## config.mk

```make
export PLATFORM = sky130hd
export DESIGN_NAME = sic_top
export DESIGN_NICKNAME = d
export VERILOG_FILES = /design/src/core/sic_pkg.sv /design/src/core/sic_top.sv
export VERILOG_INCLUDE_DIRS = /design/src /design/src/core
export SDC_FILE = /design/constraint.sdc
export NUM_CORES = 1
export LEC_CHECK = 0
export ABC_AREA = 1
export BUFFER_PORTS_ARGS = -buffer_cell sky130_fd_sc_hd__buf_2
export CELL_PAD_IN_SITES_DETAIL_PLACEMENT = 1
export CELL_PAD_IN_SITES_GLOBAL_PLACEMENT = 1
export CORE_UTILIZATION = 43
export DETAILED_ROUTE_END_ITERATION = 8
export GPL_TIMING_DRIVEN = 0
export PLACE_DENSITY_LB_ADDON = 0.1
export SLEW_MARGIN = 20
export SYNTH_ARGS = -nofsm -noshare
export SYNTH_HDL_FRONTEND = slang
export SYNTH_SLANG_ARGS = --single-unit
```

## constraint.sdc

```tcl
create_clock -name mclk_in -period 2.3 [get_ports mclk_in]
set_input_delay 0.46 -clock mclk_in [delete_from_list [all_inputs] [get_ports mclk_in]]
set_output_delay 0.46 -clock mclk_in [all_outputs]
set_load 0.03 [all_outputs]
```

## src/core/sic_cfg.svh

```systemverilog
// Summary of operation
// - line sync sense auto-detected or set manually
// - polarity 0 falling edge, 1 rising edge
// - clock generator locks leading edge; trailing clamps
// - frame sync feeds field and coast; polarity
// - slicer threshold 8-256 mV, 8 mV steps
// - noninverting composite; vertical removed before line path
// - external clamp only when source bit set
// - internal clamp: delay then width after trailing
// - clamp strobe sense auto or manual field
// - external clock select bit uses shared pin
// - clock and coast on shared pin stay independent
// - coast holds clock generator, stops line tracking
// - coast sense auto or manual, default auto
// - manual power-down obeys pin at programmed level
// - slicer output selects one of four sources
`ifndef SIC_CFG_SVH
`define SIC_CFG_SVH
`define SIC_IDX_CLK 6'h03
`define SIC_IDX_LPOL 6'h12
`define SIC_IDX_FPOL 6'h14
`define SIC_IDX_CLAMP 6'h18
`define SIC_IDX_KPOL 6'h1B
`define SIC_IDX_SOUT 6'h1D
`define SIC_IDX_PWR 6'h1E
`define SIC_IDX_THR 6'h20
`define SIC_IDX_CHAN 6'h21
`define SIC_IDX_STAT 6'h22
`define SIC_IDX_CDLY 6'h23
`define SIC_IDX_CWID 6'h24
`define SIC_EXTCLK_BIT 2
`define SIC_POL_LSB 4
`define SIC_CPOL_LSB 6
`define SIC_CSRC_BIT 4
`define SIC_PDMAN_BIT 4
`define SIC_PDPOL_BIT 2
`define SIC_POL_RESET 2'h1
`define SIC_THR_STEP_MV 8
`define SIC_THR_RESET_MV 128
`define SIC_THR_RESET 5'(`SIC_THR_RESET_MV / `SIC_THR_STEP_MV - 1)
`define SIC_CDLY_RESET 8'h10
`define SIC_CWID_RESET 8'h10
`define SIC_REGEN_WIDTH 8'h08
`define SIC_VSEP_CYCLES 12'h100
`endif

```

## src/core/sic_pkg.sv

```systemverilog
package sic_pkg;
  // manual=1 forces level; manual=0 takes the detected sense
  typedef struct packed {
    logic manual;
    logic level;
  } sic_pol_t;
  typedef struct packed {
    logic line;
    logic frame;
    logic green;
    logic clamp;
  } sic_sync_t;
  typedef enum logic [1:0] {
    SIC_SRC_GREEN,
    SIC_SRC_LINE,
    SIC_SRC_REGEN,
    SIC_SRC_FILT
  } sic_src_t;
  typedef enum {
    SIC_CL_IDLE,
    SIC_CL_DELAY,
    SIC_CL_WIDTH
  } sic_clamp_t;
endpackage

```

## src/core/sic_top.sv

```systemverilog
// The register addresses and register access over Wishbone are this design's own decisions.
`timescale 1ns/10ps
`default_nettype none
`include "sic_cfg.svh"
module sic_top
  import sic_pkg::*;
#(
  parameter int RUN_W = 12
) (
  input wire logic mclk_in, // 40 MHz system clock
  input wire logic reset_in, // synchronous, active high
  input wire logic wb_cyc_in, // wishbone cycle
  input wire logic wb_stb_in, // wishbone strobe
  input wire logic wb_we_in, // write enable
  input wire logic [7:0] wb_adr_in, // byte address
  input wire logic [3:0] wb_sel_in, // byte lanes
  input wire logic [31:0] wb_dat_in, // write data
  output logic [31:0] wb_dat_out, // read data
  output logic wb_ack_out, // acknowledge
  input wire logic line_sync_in_a, // line sync, set a
  input wire logic line_sync_in_b, // line sync, set b
  input wire logic frame_sync_in_a, // frame sync, set a
  input wire logic frame_sync_in_b, // frame sync, set b
  input wire logic green_sync_slicer_in_a, // slicer result, set a
  input wire logic green_sync_slicer_in_b, // slicer result, set b
  input wire logic clamp_strobe_in, // external clamp strobe
  input wire logic external_pixel_clock_in, // shared clock / coast pin
  input wire logic sleep_pin, // power-down pin
  output logic slicer_result_out, // selected slicer output
  output logic [4:0] slicer_threshold_out, // threshold code, (n+1)*8 mV
  output logic pll_edge_out, // leading-edge pulse to clock generator
  output logic pll_hold_out, // coast: hold frequency and phase
  output logic ext_clock_sel_out, // pixel clock taken from shared pin
  output logic field_edge_out, // frame leading-edge pulse
  output logic clamp_out, // clamp window
  output logic power_down_out // power-down request
);
  logic ext_clk_sel;
  sic_pol_t line_pol, frame_pol, coast_pol, clamp_pol;
  logic clamp_ext;
  sic_src_t out_src;
  logic pd_manual, pd_level;
  logic [4:0] threshold;
  logic chan_b, use_green;
  logic [7:0] clamp_delay, clamp_width;
  sic_sync_t raw;
  logic [3:0] det, eff_pol, act, act_d;
  logic [RUN_W-1:0] green_run;
  logic vsep, green_line;
  logic line_act, line_lead, line_trail, frame_lead;
  logic [7:0] regen_cnt;
  sic_clamp_t cl_state;
  logic [7:0] cl_cnt;
  logic regen, int_clamp, coast, wr;
  logic [5:0] idx;
  logic [7:0] next_rdata;

  assign idx = wb_adr_in[7:2];
  assign wr = wb_cyc_in && wb_stb_in && wb_we_in && !wb_ack_out && wb_sel_in[0];
  // registers are byte-wide in the low lane; upper lanes read zero
  always_ff @(posedge mclk_in) begin
    if (reset_in) begin
      ext_clk_sel <= 1'b0;
      line_pol <= `SIC_POL_RESET;
      frame_pol <= `SIC_POL_RESET;
      coast_pol <= `SIC_POL_RESET;
      clamp_pol <= `SIC_POL_RESET;
      clamp_ext <= 1'b0;
      out_src <= SIC_SRC_GREEN;
      pd_manual <= 1'b0;
      pd_level <= 1'b1;
      threshold <= `SIC_THR_RESET;
      chan_b <= 1'b0;
      use_green <= 1'b0;
      clamp_delay <= `SIC_CDLY_RESET;
      clamp_width <= `SIC_CWID_RESET;
    end else if (wr) begin
      if (idx == `SIC_IDX_CLK) begin
        ext_clk_sel <= wb_dat_in[`SIC_EXTCLK_BIT];
      end else if (idx == `SIC_IDX_LPOL) begin
        line_pol <= wb_dat_in[`SIC_POL_LSB+:2];
      end else if (idx == `SIC_IDX_FPOL) begin
        frame_pol <= wb_dat_in[`SIC_POL_LSB+:2];
      end else if (idx == `SIC_IDX_CLAMP) begin
        coast_pol <= wb_dat_in[`SIC_CPOL_LSB+:2];
        clamp_ext <= wb_dat_in[`SIC_CSRC_BIT];
      end else if (idx == `SIC_IDX_KPOL) begin
        clamp_pol <= wb_dat_in[`SIC_CPOL_LSB+:2];
      end else if (idx == `SIC_IDX_SOUT) begin
        out_src <= sic_src_t'(wb_dat_in[1:0]);
      end else if (idx == `SIC_IDX_PWR) begin
        pd_manual <= wb_dat_in[`SIC_PDMAN_BIT];
        pd_level <= wb_dat_in[`SIC_PDPOL_BIT];
      end else if (idx == `SIC_IDX_THR) begin
        threshold <= wb_dat_in[4:0];
      end else if (idx == `SIC_IDX_CHAN) begin
        chan_b <= wb_dat_in[0];
        use_green <= wb_dat_in[1];
      end else if (idx == `SIC_IDX_CDLY) begin
        clamp_delay <= wb_dat_in[7:0];
      end else if (idx == `SIC_IDX_CWID) begin
        clamp_width <= wb_dat_in[7:0];
      end
    end
  end

  always_comb begin
    next_rdata = 8'h00;
    if (idx == `SIC_IDX_CLK) begin
      next_rdata[`SIC_EXTCLK_BIT] = ext_clk_sel;
    end else if (idx == `SIC_IDX_LPOL) begin
      next_rdata[`SIC_POL_LSB+:2] = line_pol;
    end else if (idx == `SIC_IDX_FPOL) begin
      next_rdata[`SIC_POL_LSB+:2] = frame_pol;
    end else if (idx == `SIC_IDX_CLAMP) begin
      next_rdata[`SIC_CPOL_LSB+:2] = coast_pol;
      next_rdata[`SIC_CSRC_BIT] = clamp_ext;
    end else if (idx == `SIC_IDX_KPOL) begin
      next_rdata[`SIC_CPOL_LSB+:2] = clamp_pol;
    end else if (idx == `SIC_IDX_SOUT) begin
      next_rdata[1:0] = out_src;
    end else if (idx == `SIC_IDX_PWR) begin
      next_rdata[`SIC_PDMAN_BIT] = pd_manual;
      next_rdata[`SIC_PDPOL_BIT] = pd_level;
    end else if (idx == `SIC_IDX_THR) begin
      next_rdata[4:0] = threshold;
    end else if (idx == `SIC_IDX_CHAN) begin
      next_rdata[1:0] = {use_green, chan_b};
    end else if (idx == `SIC_IDX_STAT) begin
      next_rdata = {power_down_out, coast, clamp_out, vsep, eff_pol};
    end else if (idx == `SIC_IDX_CDLY) begin
      next_rdata = clamp_delay;
    end else if (idx == `SIC_IDX_CWID) begin
      next_rdata = clamp_width;
    end
  end
  // one wait state; unmapped addresses still ack and read zero
  always_ff @(posedge mclk_in) begin
    if (reset_in) begin
      wb_ack_out <= 1'b0;
      wb_dat_out <= 32'h0000_0000;
    end else begin
      wb_ack_out <= wb_cyc_in && wb_stb_in && !wb_ack_out;
      wb_dat_out <= {24'h00_0000, next_rdata};
    end
  end
  // input set selection; the shared pin feeds coast regardless of clock use
  assign raw.line = chan_b ? line_sync_in_b : line_sync_in_a;
  assign raw.frame = chan_b ? frame_sync_in_b : frame_sync_in_a;
  assign raw.green = chan_b ? green_sync_slicer_in_b : green_sync_slicer_in_a;
  assign raw.clamp = clamp_strobe_in;
  assign ext_clock_sel_out = ext_clk_sel;
  assign slicer_threshold_out = threshold;
  // sense detection: the active level is the shorter of the two run lengths
  genvar gi;
  generate
    for (gi = 0; gi < 4; gi++) begin : g_det
      logic sig, sig_d;
      logic [RUN_W-1:0] run, hi_len, lo_len;
      sic_pol_t pol;
      assign sig = (gi == 0) ? raw.line : (gi == 1) ? raw.frame :
                   (gi == 2) ? external_pixel_clock_in : raw.clamp;
      assign pol = (gi == 0) ? line_pol : (gi == 1) ? frame_pol :
                   (gi == 2) ? coast_pol : clamp_pol;
      always_ff @(posedge mclk_in) begin
        if (reset_in) begin
          sig_d <= 1'b0;
          run <= '0;
          hi_len <= '1;
          lo_len <= '1;
        end else begin
          sig_d <= sig;
          if (sig != sig_d) begin
            run <= '0;
            if (sig_d) begin
              hi_len <= run;
            end else begin
              lo_len <= run;
            end
          end else if (run != '1) begin
            run <= run + 1'b1;
          end
        end
      end
      assign det[gi] = hi_len < lo_len;
      assign eff_pol[gi] = pol.manual ? pol.level : det[gi];
      assign act[gi] = eff_pol[gi] ? sig : !sig;
    end
  endgenerate
  // composite separation: a green pulse held longer than SIC_VSEP_CYCLES (256 cycles) is vertical
  always_ff @(posedge mclk_in) begin
    if (reset_in) begin
      green_run <= '0;
      vsep <= 1'b0;
    end else begin
      if (!raw.green) begin
        green_run <= '0;
        vsep <= 1'b0;
      end else if (green_run != RUN_W'(`SIC_VSEP_CYCLES)) begin
        green_run <= green_run + 1'b1;
      end else begin
        vsep <= 1'b1;
      end
    end
  end
  // vertical portion is masked off before the line path sees it
  assign green_line = raw.green && !vsep;
  assign line_act = use_green ? green_line : act[0];
  // no reset: the delayed copy tracks the live levels, so no false edge follows reset
  always_ff @(posedge mclk_in) begin
    act_d <= {act[3:1], line_act};
  end
  assign line_lead = line_act && !act_d[0];
  assign line_trail = !line_act && act_d[0];
  assign frame_lead = act[1] && !act_d[1];
  // frame sync interval also coasts the generator, ORed with the pin coast
  assign coast = act[2] || act[1];
  always_ff @(posedge mclk_in) begin
    if (reset_in) begin
      pll_edge_out <= 1'b0;
      pll_hold_out <= 1'b0;
      field_edge_out <= 1'b0;
    end else begin
      pll_edge_out <= line_lead && !coast;
      pll_hold_out <= coast;
      field_edge_out <= frame_lead;
    end
  end
  // regenerated line sync: fixed-width pulse from each leading edge
  always_ff @(posedge mclk_in) begin
    if (reset_in) begin
      regen_cnt <= 8'h00;
    end else if (line_lead) begin
      regen_cnt <= `SIC_REGEN_WIDTH;
    end else if (regen_cnt != 8'h00) begin
      regen_cnt <= regen_cnt - 8'h01;
    end
  end
  assign regen = regen_cnt != 8'h00;
  always_ff @(posedge mclk_in) begin
    if (reset_in) begin
      slicer_result_out <= 1'b0;
    end else begin
      case (out_src)
        SIC_SRC_GREEN: slicer_result_out <= raw.green;
        SIC_SRC_LINE: slicer_result_out <= raw.line;
        SIC_SRC_REGEN: slicer_result_out <= regen;
        default: slicer_result_out <= green_line;
      endcase
    end
  end
  // internal clamp: delay then width, counted from the trailing edge
  always_ff @(posedge mclk_in) begin
    if (reset_in) begin
      cl_state <= SIC_CL_IDLE;
      cl_cnt <= 8'h00;
    end else begin
      case (cl_state)
        SIC_CL_IDLE: begin
          if (line_trail) begin
            cl_state <= SIC_CL_DELAY;
            cl_cnt <= clamp_delay;
          end
        end
        SIC_CL_DELAY: begin
          if (cl_cnt == 8'h00) begin
            cl_state <= (clamp_width == 8'h00) ? SIC_CL_IDLE : SIC_CL_WIDTH;
            cl_cnt <= clamp_width - 8'h01;
          end else begin
            cl_cnt <= cl_cnt - 8'h01;
          end
        end
        default: begin
          if (cl_cnt == 8'h00) begin
            cl_state <= SIC_CL_IDLE;
          end else begin
            cl_cnt <= cl_cnt - 8'h01;
          end
        end
      endcase
    end
  end
  assign int_clamp = cl_state == SIC_CL_WIDTH;

  always_ff @(posedge mclk_in) begin
    if (reset_in) begin
      clamp_out <= 1'b0;
      power_down_out <= 1'b0;
    end else begin
      clamp_out <= clamp_ext ? act[3] : int_clamp;
      power_down_out <= pd_manual && (sleep_pin == pd_level);
    end
  end
endmodule
`default_nettype wire

```

; ---- Yosys cells after proc, flatten, opt, wreduce, memory -nomap -nowiden
; Cells that the tools add are included.
[word_totals]
input_bits = 58
ff_bits = 287
elab_cells = 235
out_inout_bits = 45
[op_classes]
reduce_logical = 60
addsub = 8
n_lt_le_gt_ge = 4
n_mux = 65
bitwise = 15
n_eq_ne = 29
[ops]
columns = cell, n
row1 = two-way mux 32 bit, 3
row2 = two-way mux 6 bit, 11
row3 = one-hot mux 32 bit (2 select lines), 1
row4 = "adder 12 x 1 -> 12 bit, second input constant", 5
row5 = < comparator 12 bit, 4
row6 = two-way mux 8 bit, 6
row7 = "inequality test 12 bit, second input constant", 4
row8 = two-way mux 5 bit, 8
row9 = "equality test 6 x 5 -> 1 bit, second input constant", 6
row10 = "equality test 32 x 1 -> 1 bit, second input constant", 1
row11 = "equality test 32 x 3 -> 1 bit, second input constant", 1
row12 = zero test 32 bit, 1
row13 = "equality test 6 bit, second input constant", 5
row14 = "subtractor 8 x 1 -> 8 bit, second input constant", 3
row15 = AND reduction 2 bit, 10
row16 = two-way mux 1 bit, 19
row17 = zero test 8 bit, 2
row18 = two-way mux 2 bit, 8
row19 = one-hot mux 8 bit (2 select lines), 1
row20 = two-way mux 3 bit, 5
row21 = inverter 1 bit, 15
row22 = OR reduction 2 bit, 7
row23 = "inequality test 12 x 9 -> 1 bit, second input constant", 1
row24 = AND reduction 12 bit, 1
row25 = 27 further kinds, 53

; ---- Longest topological paths before layout
; Gate-level depths: netlist (run 1).
[logic_depth]
ltp_word = 29
mapped_depth = 17
ltp_nobuf = 16

; ---- Least setup slack after synthesis (run 1)
; Ideal clock, no wire load.
[synth_timing]
kind = input -> register
startpoint = in line_sync_in_b
endpoint = reg g_det[0].hi_len[8]
required_time_ps = 2166
t_arrival_ps = 1654
path_stages = 8
slack_ps = 513
setup_ps = 134
path_buffers = 2
cell_sequence = or2_1 -> o21ai_2 -> ha_1 -> clkbuf_1 -> inv_1 -> clkbuf_1 -> nand2_1 -> nand3_1
[synth_between]
elab_chain_cells = 3
[synth_lines]
columns = item, line_no
row1 = "start, declared", sic_top.sv:21  ; input wire logic line_sync_in_b,
row2 = two-way mux 1 bit, sic_top.sv:148  ; assign raw.line = chan_b ? line_sync_in_b : line_sync_in_a;
row3 = inequality test 1 bit, sic_top.sv:173  ; if (sig != sig_d) begin
row4 = AND reduction 2 bit (no source line), n/a
row5 = "end signal, assigned", sic_top.sv:176  ; hi_len <= run;
row6 = "end, declared", sic_top.sv:159  ; logic [RUN_W-1:0] run, hi_len, lo_len;
; Every way passes these cells.
; A chain may end at the register's enable or synchronous reset.

; ---- Final worst setup path (run 1)
[layout_timing]
startpoint = reg chan_b
endpoint = reg g_det[1].lo_len[8]
[layout_between]
elab_chain_cells = 3
[layout_lines]
columns = item, line_no
row1 = "start, declared", sic_top.sv:44  ; logic chan_b, use_green;
row2 = "start signal, assigned", sic_top.sv:97  ; chan_b <= wb_dat_in[0];
row3 = two-way mux 1 bit, sic_top.sv:149  ; assign raw.frame = chan_b ? frame_sync_in_b : frame_sync_in_a;
row4 = via g_det[1].sig, sic_top.sv:158  ; logic sig, sig_d;
row5 = inequality test 1 bit, sic_top.sv:173
row6 = AND reduction 2 bit (no source line), n/a
row7 = "end signal, assigned", sic_top.sv:178  ; lo_len <= run;
row8 = "end, declared", sic_top.sv:159
; The timed path passes the listed nets, and every way through them passes these cells.

==> metrics.cfg, run 1 <==
[floorplanning]
start_util = 0.4412
die_w_um = 163.4
die_area_um2 = 26710
coreArea_um2 = 25400
placementRows = 58
io_pins = 103
die_h_um = 163.4

[logic_synthesis]
synth_compound_area_frac = 0.1708
synthDistinctLibCells = 51
syn_inst = 1513
synth_top_family_by_area = simple AND/OR/NAND/NOR gates
synth_edf_count = 0
ys_ff_latch = 233
ys.flop_type = dfxtp_1
ys_warn_count = 0
synthXorXnorAreaFrac = 0.02032
muxShareOfSynthArea = 0.0008932
synth-simple-area-share = 0.2110
synth_area_um2 = 11210
synth_area_per_cell_um2 = 7.407
async_flop_share = 0
ys_seq_area_frac = 0.4162
synth-adder-area-share = 0.06810

[power]
leakage_nw = 6.063
peakVddDrop_v = 0.0005672
power.density_nw_per_um2 = 851.1

[detailed_routing]
vias = 10150
routed_via_density = 5.189
antenna_left = 0
first_iter_violations = 519
routed_wl_um = 32000
first_pass_iters = 4
post-route-drc-count = 0
post_drt_wl_per_cell_um = 16.35

[setup_path]
startpoint = chan_b
ff2ff_path_depth = 8
worstPathCellList = inv_2, or2_2, o21ai_2, inv_1, ha_1, clkbuf_1, a21oi_1, o21ai_0
critPathTopFamily = compound AO/OA/AOI/OAI gates
start_kind = register
cp.arrival_ns = 2.52
critPathRequiredTime_ns = 2.69
cp_slowest_cell = dfxtp_2
cpPeakStageDelay_ns = 0.42
r2r_start = chan_b
r2r-end = g_det[1].lo_len[8]
reg2reg_slack_ns = 0.16
crit_type = register to register
endpoint_kind = register
cp_max_fo = 10
critPathBufInv = 3

[final_layout]
final_cells = 1957
postLayoutCoreUtil = 0.5041
antenna_cells = 0
area_growth_pct = 14.26
final_common_cell = nand2_1
final_cell_mix = nand2_1 (279), inv_1 (237), dfxtp_1 (232)
fin_nets = 1732
seq_area_um2 = 4666
multi_input_area_um2 = 5413
fill_cells = 3250
layout-drive-gt1-share = 0.09896

[worst_hold_path]
min_path_type = input port to register
whs_path_depth = 3
whs_endpoint = wb_ack_out
min_from = wb_stb_in

[global_route]
grt_max_degree = 13
grt_pass1_vias = 10180
gr-usage-all-layers = 0.2441
grt_overflow_total = 0
grt_first_pass_wirelength_um = 52140
antenna_found_initial = 0

[sta]
maxClockFrequency_mhz = 468.3
relSlewSlack = 0.4577
fin_crit_sh = 0.9284
finalHoldViolCount = 0
slew_violations = 0
fin_skew_ns = 0.009664
layout_min_cycle_time_ns = 2.135
worst_slew_pin_slew_ns = 0.8134
setup_viol = 0

[status]
status = completed

[clocking]
cts_max_level = 1
clk_pin_slew_ns = 0.06
root_buffer = clkbuf_16
cts_tree = done
cts.sinks = 233
clkLatencyLatePin_ns = 0.53
cts_max_path_buffers = 3
cts_buffers = 27

[place]
port_buffers = 48
gp_congestion = 0.8273
place_hpwl_um = 24020
place_inst = 1914

[flow_run]
drv_cap = 0

layer usage:
layer / GRT usage / vias to the layer above / wire [um]
met5: 0 / - / 0
met4: 0.06032 / 0 / 774
met3: 0.03200 / 48 / 1259
met2: 0.4314 / 156 / 15540
met1: 0.3110 / 4851 / 14420
li1: - / 5099 / -
timing repair:
action | in CTS | in global routing
gates cloned | 0 | 0
hold endpoints to repair | 0 | 0
pin swaps | 0 | 2
gates resized for setup | 3 | 11
endpoints found under the setup margin | 21 | 36
hold buffers | 0 | 0
buffers inserted | 0 | 1
sequential cells by signal, summed over array words and instances, names as in the netlist, 2 cells and up:
signal / cells
act_d: 2
clamp_pol: 2
g_det.lo_len: 48
out_src: 2
regen_cnt: 8
g_det.hi_len: 48
g_det.run: 48
cl_cnt: 8
g_det.sig_d: 4
clamp_delay: 8
cl_state: 2
clamp_width: 8
coast_pol: 2
g_det.pol: 2
frame_pol: 2
slicer_threshold_out: 5
wb_dat_out: 8
green_run: 12
through the flow:
stage	TNS, ns	instance area [um^2]	setup slack, ns	hold WS [ns]	total power, mW
after floorplan	0	11290	0.5126	0.3732	6.326
after global placement	-1.466	11950	-0.1418	0.3766	6.853
after detailed placement	-2.657	11950	-0.1694	0.4018	6.948
after CTS	0	12760	0.02732	0.1644	11.00
after global routing	-0.06286	12800	-0.06030	0.2187	11.53
final	0	12800	0.1647	0.1968	10.90
report_power, final:
part | internal [mW] | switching [mW]
logic | 0.830 | 1.58
registers | 4.33 | 0.179
clock network | 2.34 | 1.64
total | 7.50 | 3.39
kinds of logic (layout without fill, tap and decap cells):
family | Yosys count | after routing
XOR/XNOR | 26 | 26
AND/OR/NAND/NOR | 540 | 540
buffers and inverters | 303 | 394
multiplexers | 1 | 1
adder cells (fa/ha/maj) | 61 | 61
AO/OA/AOI/OAI | 348 | 348
flip-flops | 233 | 233
other | 1 | 24
synth_stat cells (2+ instances only):
master / number / share of area
a31oi_1: 16 / 0.0089
o221ai_1: 3 / 0.0023
nor3_2: 2 / 0.0018
nor4_1: 2 / 0.0011
xor2_1: 20 / 0.016
o21ai_1: 3 / 0.0013
clkinv_1: 3 / 0.0010
o21bai_1: 2 / 0.0013
or2_2: 5 / 0.0028
o21a_1: 2 / 0.0013
nand2_1: 284 / 0.095
ha_1: 61 / 0.068
nand3_2: 4 / 0.0036
nand2_2: 4 / 0.0022
nand4_2: 2 / 0.0022
nor2_2: 6 / 0.0033
buf_4: 25 / 0.017
dfxtp_1: 233 / 0.42
xnor2_1: 6 / 0.0047
a211oi_1: 4 / 0.0027
buf_6: 2 / 0.0020
or2_1: 2 / 0.0011
inv_2: 2 / 0.00067
o21ai_0: 125 / 0.056
nand3_1: 79 / 0.035
a21oi_1: 143 / 0.064
o22ai_1: 8 / 0.0045
nand4_1: 13 / 0.0073
o31ai_1: 2 / 0.0013
nor2_1: 102 / 0.034
clkbuf_1: 24 / 0.0080
nor2_4: 2 / 0.0020
o211ai_1: 35 / 0.023
buf_1: 7 / 0.0023
inv_1: 237 / 0.079
nor3_1: 28 / 0.013
worst register-to-register path: stages (launching register included):
cell and delay [ns]:
dfxtp_2 0.42, inv_2 0.08, or2_2 0.29, o21ai_2 0.14, inv_1 0.12, ha_1 0.30
clkbuf_1 0.30, a21oi_1 0.25, o21ai_0 0.11
worst max path at each step:
stage          depth (start not counted)                  to  slack (ns)
2_1_floorplan                          8  g_det[0].hi_len[8]        0.51
3_3_place_gp                           9  g_det[0].hi_len[6]       -0.14
3_5_place_dp                           9  g_det[0].hi_len[9]       -0.17
4_1_cts                                8  g_det[1].lo_len[8]        0.03
5_1_grt                               17           cl_cnt[6]       -0.06
6_report                               8  g_det[1].lo_len[8]        0.16
final cells by class:
class / count / share of cell area
Multi-Input combinational cell: 1000 / 0.4227
Sequential cell: 233 / 0.3644
Inverter: 243 / 0.07133
Clock buffer: 39 / 0.06175
Tap cell: 330 / 0.03225
Buffer: 59 / 0.02668
Timing Repair Buffer: 49 / 0.01935
Clock inverter: 4 / 0.001563
No activity file was read; power rests on OpenSTA's default activity.
==> inputs of run 2 (changes only) <==
PLACE_DENSITY = 0.84   (was unset)
PLACE_DENSITY_LB_ADDON = unset   (was 0.1)
==> metrics.cfg, run 2 (same netlist as run 1, synthesis figures left out) <==
[clocking]
cts_max_level = 1
clkLatencyLatePin_ns = 0.53
root_buffer = clkbuf_16
cts_max_path_buffers = 3
clk_pin_slew_ns = 0.06
cts_buffers = 26
cts_tree = done
cts.sinks = 233

[power]
leakage_nw = 6.108
cellInternalPower_mw = 7.805
swShare = 0.3064
p_clk_frac = 0.385
pwr-share-comb = 0.215
power.density_nw_per_um2 = 872.1
seqPwrFrac = 0.401
p_sw_mw = 3.447
peakVddDrop_v = 0.0007430

[setup_path]
endpoint_kind = register
cp.arrival_ns = 2.59
cp_max_fo = 10
critPathRequiredTime_ns = 2.72
startpoint = wb_ack_out
start_kind = register
critPathCapture = clamp_delay[7]
r2r_start = wb_ack_out
r2r-end = clamp_delay[7]
ff2ff_path_depth = 9
crit_type = register to register
reg2reg_slack_ns = 0.13

[sta]
relSlewSlack = 0.4753
slew_violations = 0
fin_skew_ns = 0.01010
fin_crit_sh = 0.9451
rsz0062_at_grt = no
finalHoldViolCount = 0
maxClockFrequency_mhz = 460.0
setup_viol = 0
worst_slew_pin_slew_ns = 0.7870
layout_min_cycle_time_ns = 2.174
hold_slack_ns = 0.2053

[place]
port_buffers = 48
place_inst = 1914
place_hpwl_um = 24640
gp_congestion = 0.8874

[global_route]
grt_overflow_total = 0
grt_first_pass_wirelength_um = 54300
grt_pass1_vias = 10790
gr-usage-all-layers = 0.2541
antenna_found_initial = 1
grt_max_degree = 13

[final_layout]
fin_nets = 1730
top_regs = g_det.hi_len: 48 flops, g_det.lo_len: 48 flops, g_det.run: 48 flops
area_growth_pct = 15.13
final_common_cell = nand2_1
final_cells = 1961
layout-drive-gt1-share = 0.1018
final_cell_mix = nand2_1 (281), inv_1 (237), dfxtp_1 (233)

[flow_run]
drv_cap = 0

[detailed_routing]
first_pass_iters = 5
routed_wl_um = 33370
post_drt_wl_per_cell_um = 17.02
first_iter_violations = 544
post-route-drc-count = 0
antenna_left = 0
vias = 10330
routed_via_density = 5.268

[worst_hold_path]
min_path_type = input port to register

[floorplanning]
die_w_um = 163.4
placementRows = 58
start_util = 0.4412
coreArea_um2 = 25400
die_h_um = 163.4
die_area_um2 = 26710
io_pins = 103

[status]
status = completed

==> run 2: cell types whose count changed in the layout (fill, tap and decap cells not counted), moves of 2 or more <==
| cell | previous run | this run |
|---|---|---|
| nand2_1 | 279 | 281 |
| nand2_2 | 9 | 7 |
| nor2_2 | 6 | 9 |
| nor2_1 | 101 | 99 |
| bufinv_16 | 0 | 2 |
| clkbuf_8 | 8 | 10 |
==> run 2: worst min-delay path by stage <==
| stage | start | to | depth (start not counted) |
|---|---|---|---|
| after floorplan | act_d[1] | field_edge_out | 1 |
| after global placement | act_d[1] | field_edge_out | 1 |
| after detailed placement | act_d[1] | field_edge_out | 1 |
| after CTS | wb_stb_in | wb_ack_out | 3 |
| after global routing | wb_stb_in | wb_ack_out | 3 |
| final | wb_stb_in | wb_ack_out | 3 |
==> run 2: power groups by stage <==
stage | registers [mW] | clock network, mW | logic (mW)
after detailed placement | 4.59 | 0 | 2.36
after CTS | 4.51 | 4.41 | 2.40
after floorplan | 4.57 | 0 | 1.76
after global placement | 4.58 | 0 | 2.26
after global routing | 4.54 | 4.58 | 2.76
final | 4.51 | 4.33 | 2.41
==> run 2: final cells by class <==
class	count	area, um^2
Fill cell	3253	12500
Multi-Input combinational cell	1000	5428
Sequential cell	233	4664
Inverter	243	913.4
Clock buffer	41	818.3
Tap cell	330	412.9
Buffer	59	342.8
Timing Repair Buffer	48	240.2
Clock inverter	6	80.08
Antenna cell	1	2.502
==> run 2: per-layer routing <==
layer	routed length, um	track usage	vias up	share of wire
li1	-	-	5095	-
met1	14560	0.3095	4960	0.44
met2	16310	0.4486	205	0.49
met3	1429	0.04038	71	0.043
met4	1070	0.09048	0	0.032
met5	0	0	-	0
==> run 2: repair_timing <==
item                                    in CTS  in global routing
hold buffers                                 0                  0
buffers inserted                             0                  0
endpoints found under the setup margin      15                 31
resized for setup                            2                 14
==> run 2: through the flow <==
stage,TNS [ns],worst slack [ns],cell area (um^2),total power [mW],utilization
after global routing,0,0.003223,12900,11.88,0.5080
after detailed placement,-1.978,-0.1926,11950,6.956,0.4703
final,0,0.1262,12900,11.25,0.5080
after CTS,0,0.04212,12840,11.31,0.5057
after floorplan,0,0.5126,11290,6.326,-
after global placement,-0.3928,-0.05726,11950,6.831,0.4703
==> run 2: critical path: stages (launching register included) <==
cell	delay (ns)
dfxtp_1	0.33
nor2_1	0.11
nand3_1	0.21
clkinv_1	0.27
nand2_1	0.20
nor2_1	0.28
nand3_2	0.24
buf_4	0.25
o21ai_1	0.13
a21oi_1	0.05
==> inputs of run 3 (changes only) <==
==> constraint.sdc (replaced) <==
create_clock -name mclk_in -period 2.3 [get_ports mclk_in]
set_input_delay 0.23 -clock mclk_in [delete_from_list [all_inputs] [get_ports mclk_in]]
set_output_delay 0.23 -clock mclk_in [all_outputs]
set_load 0.03 [all_outputs]
==> metrics.cfg, run 3 (same netlist as run 1, synthesis figures left out) <==
[detailed_routing]
post_drt_wl_per_cell_um = 16.96
antenna_left = 0
first_iter_violations = 581
wl_met1_um = 14590
routed_wl_um = 33430
vias = 10360
post-route-drc-count = 0
met2_length_um = 16390
top_layer_used = met4
dr_wl_met3_um = 1409
routed_via_density = 5.258
first_pass_iters = 6

[global_route]
grt_overflow_total = 0
gr-usage-all-layers = 0.2549
grt_pass1_vias = 10830
grt_max_degree = 13
grt_first_pass_wirelength_um = 54490
antenna_found_initial = 1

[sta]
maxClockFrequency_mhz = 465.6
slew_violations = 0
relSlewSlack = 0.4598
fin_crit_sh = 0.9337
setup_viol = 0
hold_slack_ns = 0.01851
finalHoldViolCount = 0
layout_min_cycle_time_ns = 2.148
worst_slew_pin_slew_ns = 0.8103
rsz0062_at_grt = no
fin_skew_ns = 0.01059

[setup_path]
ff2ff_path_depth = 8
r2r-end = g_det[0].lo_len[10]
critPathRequiredTime_ns = 2.69
start_kind = register
cp_slowest_cell = dfxtp_1
cp.arrival_ns = 2.53
endpoint_kind = register
crit_type = register to register
worstPathCellList = inv_2, or2_1, o21ai_2, inv_2, ha_1, clkbuf_1, a21oi_2, o21ai_0
critPathBufInv = 3
r2r_start = chan_b
critPathTopFamily = compound AO/OA/AOI/OAI gates
cpPeakStageDelay_ns = 0.48
worst_path_most_repeated_cell = inv_2
cp_max_fo = 10
reg2reg_slack_ns = 0.15

[clocking]
cts_max_level = 1
clkLatencyLatePin_ns = 0.53
root_buffer = clkbuf_16
cts.sinks = 233
cts_buffers = 26
cts_max_path_buffers = 3
cts_tree = done
clk_pin_slew_ns = 0.06

[floorplanning]
coreArea_um2 = 25400
placementRows = 58
start_util = 0.4412
die_area_um2 = 26710
die_w_um = 163.4
die_h_um = 163.4
io_pins = 103

[place]
port_buffers = 48
place_hpwl_um = 24640
gp_congestion = 0.8874

[power]
power.density_nw_per_um2 = 866.8
leakage_nw = 6.149
peakVddDrop_v = 0.0007447

[worst_hold_path]
whs_path_depth = 3
min_from = frame_sync_in_a
min_path_type = input port to register
whs_endpoint = g_det[1].sig_d

[final_layout]
final_common_cell = nand2_1
top_regs = g_det.hi_len: 48 flops, g_det.lo_len: 48 flops, g_det.run: 48 flops
final_cell_mix = nand2_1 (281), inv_1 (237), dfxtp_1 (233)
area_growth_pct = 16.01
postLayoutCoreUtil = 0.5119
layout-drive-gt1-share = 0.1030
fin_nets = 1740

[status]
status = completed

[flow_run]
drv_cap = 0

run 3: worst reg2reg max path, cell delays in order, from the launching register on:
cell and delay (ns):
dfxtp_1 0.48, inv_2 0.08, or2_1 0.22, o21ai_2 0.17, inv_2 0.10, ha_1 0.29, clkbuf_1 0.29, a21oi_2 0.24
o21ai_0 0.13
run 3: per-stage QoR:
step	TNS, ns	area, um^2	cells	setup slack, ns	power (mW)
floorplan	0	11290	1536	0.5443	6.326
global placement	-0.01395	11950	1914	-0.008996	6.831
detailed placement	-1.239	11950	1914	-0.1565	6.956
CTS	0	12920	1968	0.04212	11.32
global route	0	13000	1971	0.006914	11.89
finish	0	13000	1971	0.1524	11.27
run 3: metal layers:
layer,GRT usage,vias to the layer above
met3,0.04088,69
met5,0,-
met4,0.08921,0
met1,0.3098,4978
li1,-,5116
met2,0.4513,201
run 3: worst max path at each step:
stage / startpoint / endpoint / slack [ns] / cells after the start
floorplan: chan_b / g_det[0].hi_len[8] / 0.54 / 9
global placement: chan_b / g_det[0].hi_len[8] / -0.009 / 9
detailed placement: chan_b / g_det[0].hi_len[9] / -0.16 / 9
CTS: chan_b / g_det[1].lo_len[8] / 0.04 / 8
global route: g_det[0].lo_len[10] / cl_cnt[7] / 0.007 / 17
finish: chan_b / g_det[0].lo_len[10] / 0.15 / 8
run 3: power breakdown:
group / switching [mW] / internal, mW / total, mW
Clock: 1.69 / 2.65 / 4.33
Sequential: 0.180 / 4.33 / 4.51
Combinational: 1.59 / 0.839 / 2.43
Total: 3.45 / 7.81 / 11.3
run 3: layout make-up:
class	count	area, um^2
Tap cell	330	412.9
Antenna cell	1	2.502
Clock inverter	6	80.08
Fill cell	3243	12400
Sequential cell	233	4664
Buffer	59	342.8
Clock buffer	41	818.3
Inverter	243	917.1
Timing Repair Buffer	58	335.3
Multi-Input combinational cell	1000	5428
run 3: timing repair:
| item | in CTS | in global routing |
|---|---|---|
| hold endpoints to repair | 8 | 0 |
| gates resized for setup | 2 | 15 |
| setup buffers | 0 | 2 |
| pin swaps | 0 | 0 |
| setup endpoints to repair | 15 | 35 |
| hold buffers | 8 | 0 |
